$ cat src/rtl/vcc_pkg.sv
// Shared constants and types for the vertical sync, coast and clamp timing block
package vcc_pkg;

  localparam int unsigned ADDR_W = 8;
  localparam int unsigned DATA_W = 8;
  localparam int unsigned LINE_W = 12;
  localparam int unsigned DET_W  = 4;
  localparam int unsigned RUN_W  = 9;

  // Register offsets
  localparam logic [ADDR_W-1:0] ADDR_VERTICAL_SYNC_CONTROL = 8'h14;
  localparam logic [ADDR_W-1:0] ADDR_VERTICAL_SYNC_WIDTH   = 8'h15;
  localparam logic [ADDR_W-1:0] ADDR_COAST_LEAD_LINES      = 8'h16;
  localparam logic [ADDR_W-1:0] ADDR_COAST_TRAIL_LINES     = 8'h17;
  localparam logic [ADDR_W-1:0] ADDR_COAST_CLAMP_SELECT    = 8'h18;
  localparam logic [ADDR_W-1:0] ADDR_CLAMP_START_DELAY     = 8'h19;
  localparam logic [ADDR_W-1:0] ADDR_CLAMP_LENGTH          = 8'h1a;
  localparam logic [ADDR_W-1:0] ADDR_CLAMP_POLARITY_CTRL   = 8'h1b;

  // vertical_sync_control fields
  localparam int unsigned VS_SRC_OVR  = 7;
  localparam int unsigned VS_SRC_SEP  = 6;
  localparam int unsigned VS_POL_OVR  = 5;
  localparam int unsigned VS_POL_IN   = 4;
  localparam int unsigned VS_POL_OUT  = 3;
  localparam int unsigned VS_FILT_EN  = 2;
  localparam int unsigned VS_DUR_EN   = 1;
  localparam logic [DATA_W-1:0] VS_CTRL_MASK = 8'hfe;

  // coast_clamp_select fields
  localparam int unsigned CO_SRC_PIN  = 7;
  localparam int unsigned CO_POL_OVR  = 6;
  localparam int unsigned CO_POL_IN   = 5;
  localparam int unsigned CL_SRC_EXT  = 4;
  localparam int unsigned CL_MID_R    = 3;
  localparam int unsigned CL_MID_B    = 1;
  localparam logic [DATA_W-1:0] CC_SEL_MASK = 8'hfe;

  // clamp_polarity_offset_control fields
  localparam int unsigned CL_POL_OVR  = 7;
  localparam int unsigned CL_POL_IN   = 6;
  localparam logic [DATA_W-1:0] CL_POL_MASK = 8'hc0;

  // Reset values
  localparam logic [DATA_W-1:0] RST_VS_CTRL   = 8'h18;
  localparam logic [DATA_W-1:0] RST_VS_WIDTH  = 8'h0a;
  localparam logic [DATA_W-1:0] RST_CO_LEAD   = 8'h00;
  localparam logic [DATA_W-1:0] RST_CO_TRAIL  = 8'h00;
  localparam logic [DATA_W-1:0] RST_CC_SEL    = 8'h20;
  localparam logic [DATA_W-1:0] RST_CL_DELAY  = 8'h08;
  localparam logic [DATA_W-1:0] RST_CL_LEN    = 8'h14;
  localparam logic [DATA_W-1:0] RST_CL_POL    = 8'h40;

  // Polarity detector slots
  localparam int unsigned DET_VS = 0;
  localparam int unsigned DET_CO = 1;
  localparam int unsigned DET_CL = 2;
  localparam int unsigned DET_N  = 3;

  typedef enum logic [1:0] {CL_IDLE, CL_WAIT, CL_ON} vcc_clamp_st_t;

  typedef struct packed {
    logic [DATA_W-1:0] vs_ctrl;
    logic [DATA_W-1:0] vs_width;
    logic [DATA_W-1:0] co_lead;
    logic [DATA_W-1:0] co_trail;
    logic [DATA_W-1:0] cc_sel;
    logic [DATA_W-1:0] cl_delay;
    logic [DATA_W-1:0] cl_len;
    logic [DATA_W-1:0] cl_pol;
  } vcc_regs_t;

  typedef struct packed {
    vcc_regs_t                    regs;
    logic [DATA_W-1:0]            rdata;
    logic [1:0]                   hs_s;
    logic [1:0]                   vs_s;
    logic [1:0]                   sep_s;
    logic [1:0]                   co_s;
    logic [1:0]                   cl_s;
    logic                         hs_prev;
    logic                         vs_act;
    logic [DET_N-1:0][DET_W-1:0]  det;
    logic [LINE_W-1:0]            line_cnt;
    logic [LINE_W-1:0]            frame_lines;
    logic [DATA_W-1:0]            trail_cnt;
    logic [DATA_W-1:0]            width_cnt;
    vcc_clamp_st_t                cl_st;
    logic [DATA_W-1:0]            cl_cnt;
    logic                         vs_out;
    logic                         coast;
    logic                         clamp;
    logic [2:0]                   clamp_mid;
  } vcc_state_t;

endpackage

$ cat src/rtl/vcc_timing.sv
// Vertical sync conditioning, coast window and clamp window generation
//
// Behaviour
// - Vsync input polarity from override bit when override set; bit resets to 1.
// - Vsync output active low when polarity bit 0, high when 1; default 1.
// - Filter enabled aligns vsync changes to hsync leading edges; else bypass.
// - Duration enable 0 keeps vsync width; 1 uses width register.
// - Eight-bit vsync width, default 10, used only with duration enable.
// - Internal coast starts programmed hsync periods before vsync; default zero.
// - Internal coast extends programmed hsync periods after vsync; default zero.
// - Coast from vsync when source bit 0, from coast pin when 1.
// - Coast polarity detected unless override; then polarity bit, default 1.
// - Clamp source 0 makes internal clamp from hsync; 1 uses clamp pin.
// - Red, green and blue clamp together while selected clamp is active.
// - Per-channel target bit: 0 clamps to ground, 1 to midscale.
// - Internal clamp begins placement pixel periods after hsync trailing edge.
// - Internal clamp lasts programmed duration, default 20; zero unsupported.
// - External clamp ignores placement and duration values.
// - Clamp polarity detected unless override; then polarity bit, default 1.
// - Vsync polarity from bit when override set, else auto detected.
// - Vsync source select with override set: 0 picks input pin, 1 picks sync separator; override 0 picks pin.
//
// Our own choice: strobed register access.
`timescale 1ns/1ns
`default_nettype none

module vcc_timing
  import vcc_pkg::*;
(
  // Clock and reset
  input  wire logic              i_sys_clk,
  input  wire logic              i_arst_n,
  // Register port
  input  wire logic [ADDR_W-1:0] i_reg_addr,
  input  wire logic [DATA_W-1:0] i_reg_wdata,
  input  wire logic              i_reg_wr,
  input  wire logic              i_reg_rd,
  output logic      [DATA_W-1:0] o_reg_rdata,
  // Sync and timing pins
  input  wire logic              i_hsync,
  input  wire logic              i_vsync,
  input  wire logic              i_sep_vsync,
  input  wire logic              i_coast_pin,
  input  wire logic              i_clamp_pin,
  // Conditioned outputs
  output logic                   o_vsync,
  output logic                   o_coast,
  output logic                   o_clamp,
  output logic      [2:0]        o_clamp_mid
);

  vcc_state_t s_q;
  vcc_state_t s_d;

  logic              hs;
  logic              hs_rise;
  logic              hs_fall;
  logic              vs_raw;
  logic              vs_pol;
  logic              vs_norm;
  logic              vs_rise;
  logic              vs_fall;
  logic              vs_pulse;
  logic              lead_win;
  logic              coast_int;
  logic              coast_ext;
  logic              clamp_ext;
  logic              ext_clamp_mode;
  logic [LINE_W:0]   lead_sum;
  logic [DET_N-1:0]  det_in;

  function automatic logic [DATA_W-1:0] reg_read(input vcc_regs_t r,
                                                 input logic [ADDR_W-1:0] a);
    logic [DATA_W-1:0] v;
    v = '0;
    case (a)
      ADDR_VERTICAL_SYNC_CONTROL: v = r.vs_ctrl;
      ADDR_VERTICAL_SYNC_WIDTH:   v = r.vs_width;
      ADDR_COAST_LEAD_LINES:      v = r.co_lead;
      ADDR_COAST_TRAIL_LINES:     v = r.co_trail;
      ADDR_COAST_CLAMP_SELECT:    v = r.cc_sel;
      ADDR_CLAMP_START_DELAY:     v = r.cl_delay;
      ADDR_CLAMP_LENGTH:          v = r.cl_len;
      ADDR_CLAMP_POLARITY_CTRL:   v = r.cl_pol;
      default:                    v = '0;
    endcase
    return v;
  endfunction

  // Majority of levels seen at hsync edges is the idle level of a sync pulse
  function automatic logic [DET_W-1:0] det_step(input logic [DET_W-1:0] c,
                                               input logic lvl);
    logic [DET_W-1:0] v;
    v = c;
    if (lvl && (c != '1))
    begin
      v = c + 1'b1;
    end
    else if (!lvl && (c != '0))
    begin
      v = c - 1'b1;
    end
    return v;
  endfunction

  always_comb
  begin
    s_d = s_q;
    // Pin synchronisers, stage 0 feeds only stage 1
    s_d.hs_s  = {s_q.hs_s[0], i_hsync};
    s_d.vs_s  = {s_q.vs_s[0], i_vsync};
    s_d.sep_s = {s_q.sep_s[0], i_sep_vsync};
    s_d.co_s  = {s_q.co_s[0], i_coast_pin};
    s_d.cl_s  = {s_q.cl_s[0], i_clamp_pin};
    hs         = s_q.hs_s[1];
    hs_rise    = hs & ~s_q.hs_prev;
    hs_fall    = ~hs & s_q.hs_prev;
    s_d.hs_prev = hs;

    // Register writes; reserved bits stay zero
    if (i_reg_wr)
    begin
      case (i_reg_addr)
        ADDR_VERTICAL_SYNC_CONTROL: s_d.regs.vs_ctrl  = i_reg_wdata & VS_CTRL_MASK;
        ADDR_VERTICAL_SYNC_WIDTH:   s_d.regs.vs_width = i_reg_wdata;
        ADDR_COAST_LEAD_LINES:      s_d.regs.co_lead  = i_reg_wdata;
        ADDR_COAST_TRAIL_LINES:     s_d.regs.co_trail = i_reg_wdata;
        ADDR_COAST_CLAMP_SELECT:    s_d.regs.cc_sel   = i_reg_wdata & CC_SEL_MASK;
        ADDR_CLAMP_START_DELAY:     s_d.regs.cl_delay = i_reg_wdata;
        ADDR_CLAMP_LENGTH:          s_d.regs.cl_len   = i_reg_wdata;
        ADDR_CLAMP_POLARITY_CTRL:   s_d.regs.cl_pol   = i_reg_wdata & CL_POL_MASK;
        default:                    s_d.regs = s_q.regs;
      endcase
    end
    s_d.rdata = i_reg_rd ? reg_read(s_q.regs, i_reg_addr) : '0;

    // Source selection; without override the pin is taken
    vs_raw = (s_q.regs.vs_ctrl[VS_SRC_OVR] && s_q.regs.vs_ctrl[VS_SRC_SEP]) ?
             s_q.sep_s[1] : s_q.vs_s[1];

    // Auto polarity detectors, sampled once per line
    det_in = '0;
    det_in[DET_VS] = vs_raw;
    det_in[DET_CO] = s_q.co_s[1];
    det_in[DET_CL] = s_q.cl_s[1];
    for (int i = 0; i < DET_N; i++)
    begin
      if (hs_rise)
      begin
        s_d.det[i] = det_step(s_q.det[i], det_in[i]);
      end
    end

    vs_pol  = s_q.regs.vs_ctrl[VS_POL_OVR] ? s_q.regs.vs_ctrl[VS_POL_IN] :
              ~s_q.det[DET_VS][DET_W-1];
    vs_norm = vs_raw ~^ vs_pol;

    // Filter holds vsync changes until the next hsync leading edge
    if (s_q.regs.vs_ctrl[VS_FILT_EN])
    begin
      if (hs_rise)
      begin
        s_d.vs_act = vs_norm;
      end
    end
    else
    begin
      s_d.vs_act = vs_norm;
    end
    vs_rise = s_d.vs_act & ~s_q.vs_act;
    vs_fall = ~s_d.vs_act & s_q.vs_act;

    // Width block counts hsync periods from the vsync leading edge
    if (vs_rise)
    begin
      s_d.width_cnt = s_q.regs.vs_width;
    end
    else if (hs_rise && (s_q.width_cnt != '0))
    begin
      s_d.width_cnt = s_q.width_cnt - 1'b1;
    end
    vs_pulse   = s_q.regs.vs_ctrl[VS_DUR_EN] ? (s_d.width_cnt != '0) : s_d.vs_act;
    s_d.vs_out = vs_pulse ~^ s_q.regs.vs_ctrl[VS_POL_OUT];

    // Line counter predicts the next vsync from the last frame length
    if (vs_rise)
    begin
      s_d.frame_lines = s_q.line_cnt;
      s_d.line_cnt    = '0;
    end
    else if (hs_rise && (s_q.line_cnt != '1))
    begin
      s_d.line_cnt = s_q.line_cnt + 1'b1;
    end
    if (vs_fall)
    begin
      s_d.trail_cnt = s_q.regs.co_trail;
    end
    else if (hs_rise && (s_q.trail_cnt != '0))
    begin
      s_d.trail_cnt = s_q.trail_cnt - 1'b1;
    end
    lead_sum  = {1'b0, s_q.line_cnt} + {{(LINE_W + 1 - DATA_W){1'b0}}, s_q.regs.co_lead};
    // Lead window needs one measured frame; first frame coasts from vsync only
    // A frame spans frame_lines + 1 hsync periods, so the compare is strict
    lead_win  = (s_q.regs.co_lead != '0) && (s_q.frame_lines != '0) &&
                (lead_sum > {1'b0, s_q.frame_lines});
    coast_int = s_q.vs_act | lead_win | (s_q.trail_cnt != '0);
    coast_ext = s_q.co_s[1] ~^ (s_q.regs.cc_sel[CO_POL_OVR] ? s_q.regs.cc_sel[CO_POL_IN] :
                                ~s_q.det[DET_CO][DET_W-1]);
    s_d.coast = s_q.regs.cc_sel[CO_SRC_PIN] ? coast_ext : coast_int;

    // Clamp window
    ext_clamp_mode = s_q.regs.cc_sel[CL_SRC_EXT];
    clamp_ext = s_q.cl_s[1] ~^ (s_q.regs.cl_pol[CL_POL_OVR] ? s_q.regs.cl_pol[CL_POL_IN] :
                                ~s_q.det[DET_CL][DET_W-1]);
    if (ext_clamp_mode)
    begin
      s_d.cl_st  = CL_IDLE;
      s_d.cl_cnt = '0;
    end
    else if (hs_fall)
    begin
      s_d.cl_st  = CL_WAIT;
      s_d.cl_cnt = s_q.regs.cl_delay;
    end
    else
    begin
      case (s_q.cl_st)
        CL_IDLE: s_d.cl_st = CL_IDLE;
        CL_WAIT:
        begin
          if (s_q.cl_cnt <= 8'h01)
          begin
            s_d.cl_st  = CL_ON;
            s_d.cl_cnt = s_q.regs.cl_len;
          end
          else
          begin
            s_d.cl_cnt = s_q.cl_cnt - 1'b1;
          end
        end
        CL_ON:
        begin
          if (s_q.cl_cnt <= 8'h01)
          begin
            s_d.cl_st = CL_IDLE;
          end
          else
          begin
            s_d.cl_cnt = s_q.cl_cnt - 1'b1;
          end
        end
        default: s_d.cl_st = CL_IDLE;
      endcase
    end
    s_d.clamp     = ext_clamp_mode ? clamp_ext : (s_d.cl_st == CL_ON);
    s_d.clamp_mid = s_q.regs.cc_sel[CL_MID_R:CL_MID_B];
  end

  always_ff @(posedge i_sys_clk or negedge i_arst_n)
  begin
    if (!i_arst_n)
    begin
      s_q               <= '0;
      s_q.regs.vs_ctrl  <= RST_VS_CTRL;
      s_q.regs.vs_width <= RST_VS_WIDTH;
      s_q.regs.co_lead  <= RST_CO_LEAD;
      s_q.regs.co_trail <= RST_CO_TRAIL;
      s_q.regs.cc_sel   <= RST_CC_SEL;
      s_q.regs.cl_delay <= RST_CL_DELAY;
      s_q.regs.cl_len   <= RST_CL_LEN;
      s_q.regs.cl_pol   <= RST_CL_POL;
      s_q.cl_st         <= CL_IDLE;
    end
    else
    begin
      s_q <= s_d;
    end
  end

  assign o_reg_rdata = s_q.rdata;
  assign o_vsync     = s_q.vs_out;
  assign o_coast     = s_q.coast;
  assign o_clamp     = s_q.clamp;
  assign o_clamp_mid = s_q.clamp_mid;

  // Helper counters read only by the checks below
  // Placement and length are captured as the hardware takes them, so that
  // software rewriting them mid-line does not trip the checks
  logic [RUN_W-1:0]  since_fall_q;
  logic [RUN_W-1:0]  clamp_run_q;
  logic [DATA_W-1:0] delay_seen_q;
  logic [DATA_W-1:0] clamp_len_q;
  always_ff @(posedge i_sys_clk or negedge i_arst_n)
  begin
    if (!i_arst_n)
    begin
      since_fall_q <= '0;
      clamp_run_q  <= '0;
      delay_seen_q <= '0;
      clamp_len_q  <= '0;
    end
    else
    begin
      since_fall_q <= hs_fall ? 9'h001 :
                      ((since_fall_q != '1) ? since_fall_q + 1'b1 : since_fall_q);
      clamp_run_q  <= (o_clamp && !ext_clamp_mode) ? clamp_run_q + 1'b1 : '0;
      delay_seen_q <= hs_fall ? s_q.regs.cl_delay : delay_seen_q;
      clamp_len_q  <= o_clamp ? clamp_len_q : s_q.regs.cl_len;
    end
  end

  AST_VS_INPOL: assert property (@(posedge i_sys_clk) disable iff (!i_arst_n)
    s_q.regs.vs_ctrl[VS_POL_OVR] && !s_q.regs.vs_ctrl[VS_FILT_EN] &&
    !s_q.regs.vs_ctrl[VS_SRC_SEP] |=>
    s_q.vs_act == ($past(s_q.vs_s[1]) ~^ $past(s_q.regs.vs_ctrl[VS_POL_IN])))
    else $error("vsync input polarity not from override bit");

  AST_VS_OUTPOL: assert property (@(posedge i_sys_clk) disable iff (!i_arst_n)
    !s_q.regs.vs_ctrl[VS_DUR_EN] && $past(!s_q.regs.vs_ctrl[VS_DUR_EN]) &&
    $stable(s_q.regs.vs_ctrl[VS_POL_OUT]) |->
    o_vsync == (s_q.vs_act ~^ s_q.regs.vs_ctrl[VS_POL_OUT]))
    else $error("vsync output level does not follow output polarity");

  AST_VS_FILTER: assert property (@(posedge i_sys_clk) disable iff (!i_arst_n)
    $past(s_q.regs.vs_ctrl[VS_FILT_EN]) && $changed(s_q.vs_act) |-> $past(hs_rise))
    else $error("filtered vsync changed away from an hsync edge");

  AST_VS_BYPASS: assert property (@(posedge i_sys_clk) disable iff (!i_arst_n)
    $past(!s_q.regs.vs_ctrl[VS_FILT_EN]) |-> s_q.vs_act == $past(vs_norm))
    else $error("vsync filter not bypassed");

  AST_VS_WIDTH: assert property (@(posedge i_sys_clk) disable iff (!i_arst_n)
    vs_rise && s_q.regs.vs_ctrl[VS_DUR_EN] |=> s_q.width_cnt == $past(s_q.regs.vs_width))
    else $error("vsync width not loaded from width register");

  AST_COAST_PIN: assert property (@(posedge i_sys_clk) disable iff (!i_arst_n)
    $past(s_q.regs.cc_sel[CO_SRC_PIN]) |-> o_coast == $past(coast_ext))
    else $error("coast not taken from coast pin");

  AST_COAST_VS: assert property (@(posedge i_sys_clk) disable iff (!i_arst_n)
    $past(!s_q.regs.cc_sel[CO_SRC_PIN]) && $past(s_q.vs_act) |-> o_coast)
    else $error("internal coast dropped during vsync");

  AST_CLAMP_EXT: assert property (@(posedge i_sys_clk) disable iff (!i_arst_n)
    $past(ext_clamp_mode) |-> o_clamp == $past(clamp_ext) && s_q.cl_st == CL_IDLE)
    else $error("external clamp not passed through");

  AST_CLAMP_START: assert property (@(posedge i_sys_clk) disable iff (!i_arst_n)
    $rose(o_clamp) && !ext_clamp_mode && $past(!ext_clamp_mode) &&
    (delay_seen_q != '0) |->
    since_fall_q == {1'b0, delay_seen_q} + 9'h001)
    else $error("internal clamp start misplaced after hsync trailing edge");

  AST_CLAMP_LEN: assert property (@(posedge i_sys_clk) disable iff (!i_arst_n)
    (clamp_len_q != '0) && !ext_clamp_mode |->
    clamp_run_q <= {1'b0, clamp_len_q})
    else $error("internal clamp longer than programmed length");

  AST_CLAMP_MID: assert property (@(posedge i_sys_clk) disable iff (!i_arst_n)
    i_reg_wr && (i_reg_addr == ADDR_COAST_CLAMP_SELECT) |->
    ##2 o_clamp_mid == $past(i_reg_wdata[CL_MID_R:CL_MID_B], 2))
    else $error("clamp targets do not follow select register");

endmodule

`default_nettype wire

$ cat config.mk
export PLATFORM = sky130hd
export DESIGN_NAME = vcc_timing
export DESIGN_NICKNAME = d
export VERILOG_FILES = /design/src/rtl/vcc_pkg.sv /design/src/rtl/vcc_timing.sv
export SDC_FILE = /design/constraint.sdc
export NUM_CORES = 1
export LEC_CHECK = 0
export ABC_AREA = 0
export BUFFER_PORTS_ARGS = -buffer_cell sky130_fd_sc_hd__buf_2
export CAP_MARGIN = 20
export CORE_ASPECT_RATIO = 0.5
export CORE_MARGIN = 2
export CORE_UTILIZATION = 55
export CTS_BUF_LIST = sky130_fd_sc_hd__clkbuf_8
export DETAILED_ROUTE_END_ITERATION = 8
export PLACE_DENSITY = 0.73
export SLEW_MARGIN = 20
export SYNTH_ARGS = -nofsm -noshare
export SYNTH_HDL_FRONTEND = slang
export SYNTH_SLANG_ARGS = --single-unit
$ cat constraint.sdc
create_clock -name i_sys_clk -period 5.95 [get_ports i_sys_clk]
set_clock_uncertainty 0.05 [all_clocks]
set_input_delay 1.19 -clock i_sys_clk [delete_from_list [all_inputs] [get_ports i_sys_clk]]
set_output_delay 1.19 -clock i_sys_clk [all_outputs]
set_load 0.1 [all_outputs]
==> impl_metrics.env <==
export IMPL_cts_buffer_depth=2
export IMPL_final_setup_tns_ns=0
export IMPL_relSlewSlack=0.3105
export IMPL_h_tree_depth=4
export IMPL_yosysSeqAreaShare=0.4687
export IMPL_layout_nets=828
export IMPL_setup_ws_ns=2.568
export IMPL_dp_slack_ns=2.591
export IMPL_vias=5791
export IMPL_firstDrtPassIters=6
export IMPL_worst_slew_pin_slew_ns=1.026
export IMPL_grt_pass1_vias=5651
export IMPL_cpPeakStageDelay_ns=0.43
export IMPL_hp_class="flip-flop to flip-flop"
export IMPL_grt_pass1_wl_um=29080
export IMPL_power_leakage_nw=3.881
export IMPL_diodes=0
export IMPL_wl_um=17400
export IMPL_ys_warn_count=0
export IMPL_synth_compound_area_frac=0.1385
export IMPL_netlist_area_mm2=0.007712
export IMPL_yosys_area_share_simple=0.1408
export IMPL_crit_type="flip-flop to flip-flop"
export IMPL_initial_utilization=0.5660
export IMPL_cts_setup_buffers=0
export IMPL_root_buffer="clkbuf_8"
export IMPL_synthAdderAreaFrac=0.06716
export IMPL_rows=30
export IMPL_place_area_mm2=0.008048
export IMPL_netlist_instances=729
export IMPL_core_area_mm2=0.01363
export IMPL_cp_cell_sequence="ha_1 > inv_1 > fa_1 > nor2b_1 > o21ai_0 > a21oi_1 > o21ai_1 > a21oi_1 > xor2_1 > ha_1 > o21a_1 > o21bai_1 > a21oi_1 > a211oi_1 > a211oi_1 > a221o_1"
export IMPL_cts_tree="done"
export IMPL_crit_top_cell="a21oi_1"
export IMPL_min_to="hs$_DFF_PN0_"
export IMPL_status="finished clean"
export IMPL_clk_latency_ns=0.45
export IMPL_initialDrtViolationCount=556
export IMPL_post_synth_top_count_cell="dfrtp_1"
export IMPL_synth_top_area_frac=0.4380
export IMPL_drc_errors=0
export IMPL_synth_area_leader_cell="dfrtp_1"
export IMPL_utilization=0.6219
export IMPL_reg2reg_depth=16
export IMPL_post_drt_wl_per_cell_um=17.95
export IMPL_min_path_cells=0
export IMPL_max_cap_violations=0
export IMPL_clk_pin_slew_worst_paths_ns=0.09
export IMPL_synth_mux_area_frac=0.09539
export IMPL_cp_slowest_cell="dfrtp_1"
export IMPL_ir_drop_v=0.0001481
export IMPL_fmax_mhz=295.7
export IMPL_p_per_area_mw_per_mm2=373.1
export IMPL_slew_viol_final=0
export IMPL_die_x_um=171.5
export IMPL_synth_xor_area_frac=0.05224
export IMPL_whs_ns=0.3007
export IMPL_die_area_mm2=0.01504
export IMPL_synth_edff_count=0
export IMPL_place_gp_congestion=0.8490
export IMPL_cts_hold_fix_buffers=0
export IMPL_crit_path_max_fanout=5
export IMPL_portBuffers=38
export IMPL_clock_sinks=144
export IMPL_synth_distinct_cells=66
export IMPL_place_hpwl_um=12430
export IMPL_end_kind="flip-flop"
export IMPL_grt_max_degree=92
export IMPL_worstHoldStart="s_d[79]$_DFF_PN0_"
export IMPL_final_cell_area_mm2=0.008473
export IMPL_finalNonFillerCells=969
export IMPL_fp_dieH_um=87.74
export IMPL_cts_buffers=17
export IMPL_hold_viol_final=0
export IMPL_synth_top_family_by_area="simple AND/OR/NAND/NOR gates"
export IMPL_reg2reg_to="o_coast$_DFF_PN0_"
export IMPL_synthFlopType="dfrtp_1"
export IMPL_min_period_over_period=0.5683
export IMPL_syn_nets=793
export IMPL_overflow=0
export IMPL_rr_startpoint="s_q[44]$_DFFE_PN0P_"
export IMPL_ys_top_cells_by_area="dfrtp_1 44%, mux2_1 7.2%, ha_1 5.7%, nand2_1 3.2%, xnor2_1 3.2%"
export IMPL_arrival_ns=3.67
export IMPL_async_flop_share=1.000
export IMPL_total_power_mw=3.161
export IMPL_syn2layout_area_growth_pct=9.864
export IMPL_worstPathRequired_ns=6.24
export IMPL_ys_ff_latch=144
export IMPL_min_period_ns=3.382
export IMPL_dp_cells=937
export IMPL_cts_repair_resized=0
export IMPL_setup_violations_final=0
export IMPL_avgSynthCellArea_um2=10.58
export IMPL_netlist_top_cells_count="135 x dfrtp_1, 66 x nand2_1, 49 x mux2_1"
export IMPL_ant_nets=0
export IMPL_grt_antenna_before_repair=0
export IMPL_grt_usage=0.2500
export IMPL_rsz0062_at_grt="false"
export IMPL_reg2reg_slack_ns=2.57
export IMPL_start_kind="flip-flop"
export IMPL_via_per_inst=5.976
export IMPL_drive_gt1_frac=0.1364
export IMPL_ios=39
## cells by family (layout without fill, tap and decap cells)
family,after synthesis,in the layout
AOI/OAI and AO/OA,160,160
and+or+nand+nor,209,209
xor gates and xnor gates,46,46
muxes,66,66
buffers and inverters,65,113
DFF,144,144
adders and majority gates,39,39
## layer usage
metal	vias up	routed length, um	GRT usage
li1	2696	-	-
met1	2893	8330	0.3627
met2	171	7755	0.3757
met3	31	996	0.05332
met4	0	314	0.08552
met5	-	0	0
## layout by cell type (no fill, tap or decap), types with 5 or more instances in the layout
cell type  instances
nand4_1            9
a31oi_1           10
or3_1              6
o21ai_0           26
xor2_1            18
a211oi_1           5
mux2_1            49
a21o_1             6
o21a_1             5
nor2_1            44
nor2b_1           10
a21oi_1           39
clkbuf_8          18
o211ai_1           5
a22oi_1           13
nand3_1           11
o21ai_1           11
dfstp_2            9
and3_1             8
nand2_1           66
mux2_2            11
a222oi_1           7
xnor2_1           28
buf_4              5
inv_6              6
nor4_1            10
a22o_1             8
mux2i_1            6
inv_1             39
nor3_1             9
dfrtp_1          135
ha_1              35
buf_2             37
## worst max-delay path: cells and delay by family (launching register included)
kind            cells  cell delay, ns
simple gates        1            0.12
flops               1            0.43
compound gates     10            1.56
xor+xnor            1            0.19
fa+ha+maj           3            0.87
buf+inv             1            0.06
## layout make-up
type	instances	area (um^2)
clock buffer	18	247.7
tap	192	240.2
sequential	144	3615
clock inverter	14	177.7
multi-input combinational	520	3816
timing repair buffer	43	234.0
inverter	38	142.6
fill	1125	5152
## power breakdown
group,internal [mW],total [mW],switching [mW]
Sequential,1.14,1.34,0.198
Clock,0.433,0.844,0.411
Combinational,0.428,0.975,0.547
## flip-flops by register name (all words and copies together), names as in the netlist
name and cells:
s_q 118, o_reg_rdata 8, s_d 8, o_clamp_mid 3
det_in 2, ext_clamp_mode 1, hs 1, o_clamp 1
o_coast 1, o_vsync 1
## worst max path at each step
stage,slack (ns),to,from
after floorplan,2.86,o_coast$_DFF_PN0_,s_q[44]$_DFFE_PN0P_
after global placement,2.67,o_coast$_DFF_PN0_,s_q[44]$_DFFE_PN0P_
after detailed placement,2.59,o_coast$_DFF_PN0_,s_q[128]$_DFFE_PN0P_
after CTS,2.56,o_coast$_DFF_PN0_,s_q[44]$_DFFE_PN0P_
after global routing,2.22,o_coast$_DFF_PN0_,s_q[44]$_DFFE_PN0P_
final,2.57,o_coast$_DFF_PN0_,s_q[44]$_DFFE_PN0P_
Note: power is estimated with default switching activity, not from simulation.
